`config.mk`:
```
export PLATFORM = sky130hd
export DESIGN_NAME = adc_sequence_status_results
export DESIGN_NICKNAME = d
export VERILOG_FILES = /design/src/rtl/adc_seq_pkg.sv /design/src/rtl/adc_sequence_status_results.sv
export SDC_FILE = /design/constraint.sdc
export NUM_CORES = 1
export LEC_CHECK = 0
export ABC_CLOCK_PERIOD_IN_PS = 2090
export BUFFER_PORTS_ARGS = -buffer_cell sky130_fd_sc_hd__buf_2
export CAP_MARGIN = 20
export CORE_MARGIN = 2
export CORE_UTILIZATION = 45
export CTS_CLUSTER_DIAMETER = 50
export DETAILED_ROUTE_END_ITERATION = 10
export PLACE_DENSITY_LB_ADDON = 0.05
export SLEW_MARGIN = 20
export SYNTH_ARGS = -nofsm -noshare
export SYNTH_HDL_FRONTEND = slang
export SYNTH_SLANG_ARGS = --single-unit
```
`constraint.sdc`:
```
create_clock -name sys_clk -period 2.09 [get_ports sys_clk]
set_input_delay 0.3135 -clock sys_clk [delete_from_list [all_inputs] [get_ports sys_clk]]
set_output_delay 0.3135 -clock sys_clk [all_outputs]
set_load 0.01 [all_outputs]
```
`src/rtl/adc_seq_pkg.sv`:
```
package adc_seq_pkg;

    // Register offsets are halfword indices; the byte address is four times the index.
    localparam logic [9:0] IDX_CONTROL_ONE = 10'h00C;
    localparam logic [9:0] IDX_STATUS = 10'h00E;
    localparam logic [9:0] IDX_RIGHT_UNSIGNED = 10'h010;
    localparam logic [9:0] IDX_LEFT_SIGNED = 10'h020;
    localparam logic [9:0] IDX_LEFT_UNSIGNED = 10'h030;
    localparam logic [9:0] IDX_RESOLUTION = 10'h040;
    localparam logic [9:0] IDX_IRQ_STATUS = 10'h042;
    localparam logic [9:0] IDX_IRQ_MASK = 10'h044;

    // Width of the byte address that the slave decodes.
    localparam int ADDR_W = 12;
    // Each result view spans sixteen halfword indices: eight slots, two apart.
    localparam int VIEW_SPAN = 16;
    localparam int RESULT_COUNT = 8;

    // Status register field positions.
    localparam int STAT_SEQ_FLAG_BIT = 15;
    localparam int STAT_PTR_LSB = 8;

    // Control register one layout, bits 6..0, reset all zero.
    typedef struct packed {
        logic continuous_scan;
        logic multichannel_select;
        logic eight_conversion_select;
        logic [3:0] channel_select;
    } control_one_t;
    localparam control_one_t CONTROL_ONE_RESET = '0;
    localparam int CONTROL_ONE_W = 7;

    // Channel codes with a fixed meaning.
    localparam logic [3:0] CODE_GROUNDED_INPUT_SEVEN = 4'h7;
    localparam logic [3:0] CODE_RESERVED_BLOCK = 4'h8;
    localparam logic [1:0] REFERENCE_BLOCK = 2'b11;

    // Sequence lengths minus one.
    localparam logic [2:0] LAST_OF_FOUR = 3'h3;
    localparam logic [2:0] LAST_OF_EIGHT = 3'h7;

    // Interrupt event bit positions.
    localparam int IRQ_SEQ_BIT = 0;
    localparam int IRQ_CONV_BIT = 1;
    localparam int IRQ_W = 2;

    // Request sent to the analog core.
    typedef struct packed {
        logic start;
        logic abort;
        logic [3:0] code;
    } conv_request_t;

    // Answer from the analog core.
    typedef struct packed {
        logic done;
        logic [9:0] data;
    } conv_answer_t;

    // Sequencer states.
    typedef enum logic [1:0] {
        SEQ_IDLE,
        SEQ_ISSUE,
        SEQ_WAIT
    } seq_state_t;

endpackage

```
`src/rtl/adc_sequence_status_results.sv`:
```
`timescale 1ns/1ps

module adc_sequence_status_results
    import adc_seq_pkg::*;
(
    // Clock and reset.
    input wire logic sys_clk,
    input wire logic reset,
    // APB slave.
    input wire logic psel,
    input wire logic penable,
    input wire logic pwrite,
    input wire logic [ADDR_W-1:0] paddr,
    input wire logic [31:0] pwdata,
    output logic [31:0] prdata,
    output logic pready,
    output logic pslverr,
    // Analog core request.
    output conv_request_t conv_req,
    // Analog core answer.
    input wire conv_answer_t conv_ans,
    // Interrupt.
    output logic irq
);

    // Software-visible control state.
    // These only change on bus writes; hardware never modifies them.
    control_one_t control_one;
    control_one_t next_control_one;
    logic res10;
    logic next_res10;
    logic [IRQ_W-1:0] irq_mask;
    logic [IRQ_W-1:0] next_irq_mask;

    // Sequencer state.
    // The pointer and flags are what software sees in the status register.
    seq_state_t state;
    seq_state_t next_state;
    logic [2:0] pointer;
    logic [2:0] next_pointer;
    logic seq_flag;
    logic next_seq_flag;
    logic [RESULT_COUNT-1:0] complete;
    logic [RESULT_COUNT-1:0] next_complete;
    conv_request_t next_conv_req;

    // Result storage: raw ten-bit value plus the resolution it was taken at.
    // Keeping the resolution per slot lets a later mode change leave old results readable.
    logic [9:0] result_value [RESULT_COUNT];
    logic result_res10 [RESULT_COUNT];
    logic [9:0] next_result_value [RESULT_COUNT];
    logic next_result_res10 [RESULT_COUNT];

    // Interrupt state.
    // Two sticky event bits share one mask and one output pin.
    logic [IRQ_W-1:0] irq_status;
    logic [IRQ_W-1:0] next_irq_status;
    logic next_irq;

    // Bus answer state.
    // Next values of the registered bus outputs.
    logic [31:0] next_prdata;
    logic next_pready;
    logic next_pslverr;

    // Decoded bus activity.
    // Single-cycle strobes derived from the committing edge.
    logic access_done;
    logic write_control_one;
    logic [RESULT_COUNT-1:0] result_read;
    logic status_read;
    logic irq_status_read;
    logic [2:0] last_slot;
    logic [3:0] slot_code;
    logic seq_end;
    logic conv_event;

    // Maps a halfword index to its byte address.
    // Appending two zero bits multiplies by four without a wider product.
    function automatic logic [ADDR_W-1:0] byte_addr(input logic [9:0] idx);
        byte_addr = {idx, 2'b00};
    endfunction

    // True when the address hits one of the eight slots of a result view.
    // Misaligned addresses inside a view fall through to the error answer.
    function automatic logic in_view(input logic [ADDR_W-1:0] a, input logic [9:0] base);
        logic [ADDR_W-1:0] off;
        off = a - byte_addr(base);
        in_view = (a >= byte_addr(base)) && (off < ADDR_W'(VIEW_SPAN * 4))
            && (off[2:0] == 3'b000);
    endfunction

    // Formats one stored result for each of the three views.
    // View 0 is right unsigned, 1 left signed and 2 left unsigned.
    function automatic logic [15:0] format_view(input logic [9:0] v, input logic r10,
                                                input logic [1:0] view);
        logic [15:0] left;
        left = r10 ? {v, 6'b000000} : {v[7:0], 8'h00};
        unique case (view)
            2'd0: format_view = r10 ? {6'b000000, v} : {8'h00, v[7:0]};
            2'd1: format_view = {~left[15], left[14:0]};
            default: format_view = left;
        endcase
    endfunction

    // A completed access is the access phase edge; writes and read side effects happen here.
    // Because pready is high for exactly one cycle, each transfer commits once, even when
    // the master holds psel high into a back-to-back setup.
    assign access_done = psel && penable && pready;
    assign write_control_one = access_done && pwrite
        && (paddr == byte_addr(IDX_CONTROL_ONE));
    // Reading the status register has no side effect; only result reads and control-one writes clear complete bits.
    assign status_read = access_done && !pwrite && (paddr == byte_addr(IDX_STATUS));
    // Reading the interrupt status clears every event bit that is not set again at once.
    assign irq_status_read = access_done && !pwrite && (paddr == byte_addr(IDX_IRQ_STATUS));

    // Any of the three views of a result counts as reading that result.
    // Each slot sits eight bytes above the previous one in every view.
    genvar gi;
    generate
        for (gi = 0; gi < RESULT_COUNT; gi++) begin : g_read
            localparam logic [ADDR_W-1:0] OFS = ADDR_W'(gi * 8);
            assign result_read[gi] = access_done && !pwrite
                && ((paddr == byte_addr(IDX_RIGHT_UNSIGNED) + OFS)
                || (paddr == byte_addr(IDX_LEFT_SIGNED) + OFS)
                || (paddr == byte_addr(IDX_LEFT_UNSIGNED) + OFS));
        end
    endgenerate

    // Sequence length follows the eight-conversion bit.
    // The bit only changes on a control-one write, which also restarts the pointer.
    assign last_slot = control_one.eight_conversion_select ? LAST_OF_EIGHT
        : LAST_OF_FOUR;

    // Channel code of the slot the pointer names, in the single-channel code space.
    // Mapping every mode onto one code space keeps the analog request a single field.
    always_comb begin
        if (!control_one.multichannel_select) begin
            // Single channel: every slot converts the same source.
            slot_code = control_one.channel_select;
        end else if (!control_one.eight_conversion_select) begin
            // Block 10 lands on codes 8..11, which are the reserved ones.
            slot_code = {control_one.channel_select[3:2], pointer[1:0]};
        end else if (!control_one.channel_select[3]) begin
            // Top bit clear: inputs zero to seven in slot order.
            slot_code = {1'b0, pointer};
        end else begin
            // Top bit set: four reserved slots, then the four reference codes.
            slot_code = pointer[2] ? {REFERENCE_BLOCK, pointer[1:0]}
                : CODE_RESERVED_BLOCK;
        end
    end

    // A sequence ends when the last slot's conversion comes back.
    // Done pulses outside the wait state are ignored, so a stray answer cannot move the pointer.
    assign seq_end = (state == SEQ_WAIT) && conv_ans.done && (pointer == last_slot);
    assign conv_event = (state == SEQ_WAIT) && conv_ans.done;

    // Control register next values.
    always_comb begin
        next_control_one = control_one;
        next_res10 = res10;
        next_irq_mask = irq_mask;
        if (write_control_one) begin
            // Only the seven defined bits are kept; upper write data is dropped.
            next_control_one = pwdata[CONTROL_ONE_W-1:0];
        end
        if (access_done && pwrite && (paddr == byte_addr(IDX_RESOLUTION))) begin
            // Resolution applies to conversions that finish from now on.
            next_res10 = pwdata[0];
        end
        if (access_done && pwrite && (paddr == byte_addr(IDX_IRQ_MASK))) begin
            // Masking hides a pending event from the pin without clearing it.
            next_irq_mask = pwdata[IRQ_W-1:0];
        end
    end

    // Control registers.
    // Reset leaves the converter idle, in eight-bit mode, with every interrupt masked.
    always_ff @(posedge sys_clk or posedge reset) begin
        if (reset) begin
            control_one <= CONTROL_ONE_RESET;
            res10 <= 1'b0;
            irq_mask <= '0;
        end else begin
            control_one <= next_control_one;
            res10 <= next_res10;
            irq_mask <= next_irq_mask;
        end
    end

    // Sequencer and result capture next values.
    always_comb begin
        next_state = state;
        next_pointer = pointer;
        next_seq_flag = seq_flag;
        next_complete = complete;
        next_result_value = result_value;
        next_result_res10 = result_res10;
        next_conv_req = '{start: 1'b0, abort: 1'b0, code: conv_req.code};
        // A read clears a complete bit first so a same-cycle finish can set it again.
        next_complete = complete & ~result_read;
        if (write_control_one) begin
            // A new sequence always starts; one in flight is told to stop.
            // The write outranks a finishing conversion in the same cycle, so a late result
            // never lands in the fresh sequence.
            next_conv_req.abort = (state != SEQ_IDLE);
            next_pointer = '0;
            next_seq_flag = 1'b0;
            next_complete = '0;
            next_state = SEQ_ISSUE;
        end else begin
            unique case (state)
                SEQ_IDLE: begin
                    // Idle until software writes control one again.
                    next_state = SEQ_IDLE;
                end
                SEQ_ISSUE: begin
                    // Issue lasts one cycle, so start is always a single pulse.
                    next_conv_req.start = 1'b1;
                    next_conv_req.code = slot_code;
                    next_state = SEQ_WAIT;
                end
                SEQ_WAIT: begin
                    // The analog core may take any number of cycles; there is no timeout here.
                    if (conv_ans.done) begin
                        // The grounded input always yields the ground-level code.
                        next_result_value[pointer] =
                            (conv_req.code == CODE_GROUNDED_INPUT_SEVEN) ? '0
                            : conv_ans.data;
                        next_result_res10[pointer] = res10;
                        next_complete[pointer] = 1'b1;
                        if (pointer == last_slot) begin
                            // Last slot: flag the sequence and wrap, looping only in scan mode.
                            next_seq_flag = 1'b1;
                            next_pointer = '0;
                            next_state = control_one.continuous_scan ? SEQ_ISSUE
                                : SEQ_IDLE;
                        end else begin
                            // Otherwise move on to the next slot of the same sequence.
                            next_pointer = pointer + 3'd1;
                            next_state = SEQ_ISSUE;
                        end
                    end
                end
            endcase
        end
    end

    // Sequencer registers; results have no reset value and hold their last capture.
    // Leaving results unreset saves reset routing on the storage bits; a slot that was
    // never written reads unknown data until its first conversion.
    always_ff @(posedge sys_clk or posedge reset) begin
        if (reset) begin
            state <= SEQ_IDLE;
            pointer <= '0;
            seq_flag <= 1'b0;
            complete <= '0;
            conv_req <= '0;
        end else begin
            state <= next_state;
            pointer <= next_pointer;
            seq_flag <= next_seq_flag;
            complete <= next_complete;
            conv_req <= next_conv_req;
        end
    end

    // Result storage registers.
    // These flops have no reset, so their process has no reset branch.
    always_ff @(posedge sys_clk) begin
        result_value <= next_result_value;
        result_res10 <= next_result_res10;
    end

    // Interrupt next values; an event in the clearing read's cycle survives.
    always_comb begin
        next_irq_status = irq_status_read ? '0 : irq_status;
        // An aborted sequence raises no event, matching the cleared status bits.
        if (seq_end && !write_control_one) begin
            next_irq_status[IRQ_SEQ_BIT] = 1'b1;
        end
        if (conv_event && !write_control_one) begin
            next_irq_status[IRQ_CONV_BIT] = 1'b1;
        end
        // Using the next mask lets a mask write act on the pin at the same edge.
        next_irq = |(next_irq_status & next_irq_mask);
    end

    // Interrupt registers.
    // The pin is registered so it never glitches while status and mask settle.
    always_ff @(posedge sys_clk or posedge reset) begin
        if (reset) begin
            irq_status <= '0;
            irq <= 1'b0;
        end else begin
            irq_status <= next_irq_status;
            irq <= next_irq;
        end
    end

    // Bus answer: data is latched in the setup cycle, so every access has no wait state.
    always_comb begin
        next_prdata = '0;
        next_pslverr = 1'b0;
        // Ready follows every setup cycle, so no access ever waits.
        next_pready = psel && !penable;
        if (psel && !penable) begin
            if (paddr == byte_addr(IDX_CONTROL_ONE)) begin
                next_prdata[CONTROL_ONE_W-1:0] = control_one;
            end else if (paddr == byte_addr(IDX_STATUS)) begin
                // Unused bits 14 to 11 and the upper half read as zero.
                next_prdata[STAT_SEQ_FLAG_BIT] = seq_flag;
                next_prdata[STAT_PTR_LSB +: 3] = pointer;
                next_prdata[RESULT_COUNT-1:0] = complete;
            end else if (in_view(paddr, IDX_RIGHT_UNSIGNED)) begin
                next_prdata[15:0] = format_view(result_value[paddr[5:3]],
                    result_res10[paddr[5:3]], 2'd0);
            end else if (in_view(paddr, IDX_LEFT_SIGNED)) begin
                next_prdata[15:0] = format_view(result_value[paddr[5:3]],
                    result_res10[paddr[5:3]], 2'd1);
            end else if (in_view(paddr, IDX_LEFT_UNSIGNED)) begin
                next_prdata[15:0] = format_view(result_value[paddr[5:3]],
                    result_res10[paddr[5:3]], 2'd2);
            end else if (paddr == byte_addr(IDX_RESOLUTION)) begin
                next_prdata[0] = res10;
            end else if (paddr == byte_addr(IDX_IRQ_STATUS)) begin
                next_prdata[IRQ_W-1:0] = irq_status;
            end else if (paddr == byte_addr(IDX_IRQ_MASK)) begin
                next_prdata[IRQ_W-1:0] = irq_mask;
            end else begin
                // Unmapped addresses answer with an error and zero data.
                next_pslverr = 1'b1;
            end
        end
        // Writes answer with zero data; only reads return register contents.
        if (pwrite) begin
            next_prdata = '0;
        end
    end

    // Bus answer registers.
    // Registering the answer keeps every bus output straight from a flop.
    always_ff @(posedge sys_clk or posedge reset) begin
        if (reset) begin
            prdata <= '0;
            pready <= 1'b0;
            pslverr <= 1'b0;
        end else begin
            prdata <= next_prdata;
            pready <= next_pready;
            pslverr <= next_pslverr;
        end
    end

endmodule

```
# Word-level counts from Yosys, hierarchy flattened
# Cells that the tools add are included.
# totals
register_bits	155
latchBits	0
ram_bits	0
rom_bits	0
word_cells	221
mem_count	0
# classes
add_sub_neg	4
multipliers	0
n_div	0
magnitude_cmp	11
eq_ne	34
shifts	0
mux	69
bitwise	8
reduce_logical	61
# op_table
op	n
== test 12 x 8 -> 1 bit, second input constant	16
== test 12 x 7 -> 1 bit, second input constant	8
bitwise mux 80 bit	1
2-to-1 mux 16 bit	5
2-to-1 mux 10 bit	5
== test 12 x 9 -> 1 bit, second input constant	3
< comparator 12 x 7 -> 1 bit, second input constant	3
binary-select mux 10 bit (select 3 bit)	1
demux 10 bit (select 3 bit)	1
logical AND 1 bit	29
2-to-1 mux 1 bit	27
== test 12 x 6 -> 1 bit, second input constant	2
greater-or-equal comparator 12 x 8 -> 1 bit, second input constant	2
2-to-1 mux 8 bit	3
subtractor 12 x 8 -> 12 bit, second input constant	2
2-to-1 mux 3 bit	6
logical OR 1 bit	16
2-to-1 mux 4 bit	4
2-to-1 mux 14 bit	1
2-to-1 mux 2 bit	7
greater-or-equal comparator 12 x 7 -> 1 bit, second input constant	1
subtractor 12 x 7 -> 12 bit, second input constant	1
2-to-1 mux 11 bit	1
logical NOT 3 bit	3
other kinds (28)	39

# Depth between registers and ports, before layout
# depth
ltp_word	12
depth_mapped	9
mapped_depth_nobuf	8

# Least setup slack after synthesis
# Ideal clock, no wire load.
# synth_timing
path_kind	input-to-reg
startpoint	input paddr[5]
endpoint	register result_res10[7] (netlist name), enable pin
setup_time_ps	395
arrival_ps	2065
t_required_ps	1695
path_slack_ps	-371
path_stages	6
n_path_buf	1
path_cell_list	buf_2 -> and2_1 -> nand3_1 -> nor3_1 -> or3_1 -> nor3_1
# synth_via
elab_chain_cells	4
# synth_lines
item	line_no	source
from (decl)	adc_sequence_status_results.sv:13	input wire logic [ADDR_W-1:0] paddr,
== test 12 x 6 -> 1 bit	adc_sequence_status_results.sv:111	&& (paddr == byte_addr(IDX_CONTROL_ONE));
logical AND 1 bit	adc_sequence_status_results.sv:111	
inverter 1 bit (no line)	--	
AND reduction 3 bit (no line)	--	
to (signal assigned)	adc_sequence_status_results.sv:273	result_res10 <= next_result_res10;
to (decl)	adc_sequence_status_results.sv:50	logic result_res10 [RESULT_COUNT];
# Every way passes these cells.
# A chain may end at the register's enable or synchronous reset.

# Worst setup path after layout
# layout_timing
startpoint	register pready
endpoint	register irq
# layout_lines
item	line_no	source
from (decl)	adc_sequence_status_results.sv:16	output logic pready,
from (signal assigned)	adc_sequence_status_results.sv:351	pready <= next_pready;
logical AND 1 bit	adc_sequence_status_results.sv:109	assign access_done = psel && penable && pready;
logical AND 1 bit (2 in a row)	adc_sequence_status_results.sv:172	if (access_done && pwrite && (paddr == byte_addr(IDX_IRQ_MASK))) begin
2-to-1 mux 2 bit	adc_sequence_status_results.sv:172	
named net next_irq_mask[0]	adc_sequence_status_results.sv:33	logic [IRQ_W-1:0] next_irq_mask;
AND 2 bit	adc_sequence_status_results.sv:287	next_irq = |(next_irq_status & next_irq_mask);
OR reduction 2 bit	adc_sequence_status_results.sv:287	
named net next_irq	adc_sequence_status_results.sv:58	logic next_irq;
to (signal assigned)	adc_sequence_status_results.sv:298	irq <= next_irq;
to (decl)	adc_sequence_status_results.sv:23	output logic irq
# The timed path passes the listed nets, and every way through them passes these cells.

==> results.py <==
metrics = {
    "run_status": {
        "outcome": "completed",
    },
    "grt": {
        "grt-ovfl-total": 0,
        "grt_usage": 0.217,
        "grt_pass1_wl_mm": 23.1,
        "antenna_found_initial": 0,
        "grt_max_degree": 24,
        "grt_pass1_vias": 4074,
    },
    "cts": {
        "htreeDepth": 4,
        "numCtsBuffers": 17,
        "cts_root_buf": "clkbuf_16",
        "worstSkewPairLatency_ps": 420,
        "cts_setup_buffers": 0,
        "clkTransAtPathRegs_ps": 60,
        "clock_sinks": 139,
        "clk_path_buf_depth": 2,
        "cts_tree": "yes",
    },
    "sta": {
        "fmax_mhz": 507,
        "slew_headroom": 0.638,
        "finalCritPeriodShare": 0.943,
        "rsz0062_at_grt": "no",
        "drv_slew": 0,
        "setup_viol": 0,
        "fin_setup_tns_ps": 0,
        "fin_ws_ps": 118,
        "fin_skew_ps": 6.01,
        "fin_crit_ps": 1970,
        "hold_viol": 0,
        "worst_pin_slew_ps": 542,
    },
    "setup_path": {
        "crit_path_max_fanout": 3,
        "worstSetupStartpoint": "pready$_DFF_PP0_",
        "end_kind": "flop",
        "worst_setup_path_start_kind": "flop",
        "r2r_setup_slack_ps": 120,
        "required_ps": 2400,
        "arrival_ps": 2280,
        "crit_type": "reg2reg",
        "r2r_start": "pready$_DFF_PP0_",
    },
    "min_path": {
        "min_from": "pwdata[4]",
        "hold_path_class": "in2reg",
    },
    "finish": {
        "syn_to_final_growth_pct": 27.6,
        "n_antenna_cell": 0,
        "layout_commonest_cell": "edfxtp_1",
        "drive_gt1_frac": 0.372,
        "finalInstanceArea_um2": 7860,
        "nFillCells": 1080,
        "instances_no_fill": 781,
        "final_nets": 656,
        "layout_common_cells": "edfxtp_1, buf_4, buf_2",
    },
    "synthesis": {
        "synth_seq_cells": 139,
        "synth-main-ff-cell": "edfxtp_1",
        "yosys.cell_types.count": 60,
        "async_flop_share": 0.367,
        "synthesis.area_um2": 6160,
        "yosys.area.top_type": "edfxtp_1",
        "synthCells": 445,
        "synth_edf_count": 88,
        "synthTopCellsByArea": "edfxtp_1, dfrtp_1, mux4_2, nand2_1, buf_4",
        "synth_top_area_share": 0.429,
        "yosysSeqAreaShare": 0.636,
        "ys_warn_count": 0,
        "syn_area_per_cell_um2": 13.8,
    },
    "power": {
        "combPwrFrac": 0.097,
        "p_seq_frac": 0.467,
        "leakage_nw": 3.27,
        "intPower_mw": 5.22,
        "switching_power_mw": 1.57,
        "total_power_mw": 6.79,
        "ir_worst_vdd_mv": 0.702,
        "p_clk_frac": 0.436,
        "p_sw_frac": 0.231,
        "power_per_cell_area_nw_per_um2": 863,
    },
    "placed_design": {
        "placed_cell_area_um2": 7260,
        "place_ws_ps": -190,
        "dp.cells": 748,
        "hpwl_mm": 10.7,
        "io_buffers": 59,
        "gp_congestion": 0.862,
    },
    "routing": {
        "drc": 0,
        "vias_per_cell": 5.21,
        "drtPass1Iterations": 4,
        "vias": 4070,
        "wire_per_inst_um": 18.8,
        "drtIter0Drc": 225,
        "wirelength_mm": 14.7,
        "ant_nets": 0,
    },
    "floorplanning": {
        "start_util": 0.463,
        "die_w_um": 121,
        "dieArea_um2": 14600,
        "core_um2": 13300,
        "core.rowCount": 42,
        "die_h_um": 121,
        "ioPinCount": 101,
    },
    "flow_run": {
        "maxCapViolations": 0,
    },
}
==> power by group through the flow <==
stage                     Clock (mW)  Sequential (mW)  Combinational (mW)
after floorplan                    0             3.19               0.391
after global placement             0             3.22               0.647
after detailed placement           0             3.22               0.660
after CTS                       3.02             3.17               0.663
after global routing            3.13             3.18               0.731
final                           2.96             3.17               0.657
==> cell families (layout without fill, tap and decap cells) <==
kind of cell | after synthesis | count (layout) | share of synthesized area
muxes | 44 | 44 | 0.118
and+or+nand+nor | 155 | 155 | 0.131
buffers and inverters | 38 | 183 | 0.0382
xor gates and xnor gates | 4 | 4 | 0.00569
DFF | 139 | 139 | 0.636
adders and majority gates | 4 | 4 | 0.00812
AOI/OAI and AO/OA | 60 | 60 | 0.0626
other | 1 | 16 | 0.000609
==> cell type report <==
cell class | instances | area, um2 | share of cell area
clock buffers | 18 | 429 | 0.0546
inverters | 4 | 15.0 | 0.00191
clock inverters | 14 | 153 | 0.0194
flip-flops and latches | 139 | 3920 | 0.498
multi-input cells | 283 | 2080 | 0.265
repair buffers | 147 | 1050 | 0.133
well taps | 176 | 220 | 0.0280
==> synth_stat cells, types with 2 or more instances <==
cell and number:
a211oi_1 4, a21oi_1 17, a22o_1 2, a22oi_1 3, a31o_2 4, and2_1 12, and3_1 2, buf_2 7
buf_4 18, buf_6 2, clkbuf_1 6, dfrtp_1 51, edfxtp_1 88, ha_1 4, inv_1 4, mux2_2 10
mux2i_1 12, mux4_2 21, nand2_1 50, nand2b_1 8, nand3_1 5, nand3b_1 2, nand4_1 2, nand4b_1 2
nor2_1 29, nor2b_1 11, nor3_1 10, nor3_2 2, nor4_1 4, nor4b_1 2, o211ai_1 4, o21ai_0 15
or2_2 2, or4_1 2, xnor2_1 2, xor2_1 2
==> per-stage QoR <==
step / util / hold slack (ps)
final: 0.591 / 89.9
after global routing: 0.591 / 97.7
after CTS: 0.591 / 74.7
after detailed placement: 0.546 / 389
after global placement: 0.546 / 384
after floorplan: - / 409
==> sequential cells by signal, summed over array words and instances, names as in the netlist <==
name          count
conv_req          6
seq_flag          1
res10             1
pready            1
irq_status        2
irq_mask          2
complete          8
prdata           16
result_value     80
pointer           3
control_one       7
result_res10      8
irq               1
pslverr           1
state             2
==> worst paths after layout <==
kind | cells after the start | end
min in group asynchronous | 3 | prdata[8]$_DFF_PP0_
max | 6 | irq$_DFF_PP0_
max in group asynchronous | 4 | prdata[0]$_DFF_PP0_
max reg2reg | 6 | irq$_DFF_PP0_
min | 3 | control_one[4]$_DFFE_PP0P_
min reg2reg | 2 | conv_req[0]$_DFFE_PP0P_
==> timing repair <==
item	in CTS	in global routing
gates resized for setup	0	1
endpoints found under the hold margin	21	0
endpoints found under the setup margin	0	1
hold buffers	1	0
==> routing by layer <==
metal  up-vias  track usage  wire [um]
met2       109        0.332       6980
li1       1930            -          -
met1      2017        0.310       6640
met5         -            0          0
met4         0       0.0676        158
met3        14       0.0512        885
==> worst max-delay path, stage by stage, from the launching register on <==
cell	delay, ps
dfrtp_1	370
nand4_1	140
or2_2	320
nor4_2	310
buf_4	170
mux2_2	330
a22o_1	210
(Power assumes the default switching activity.)
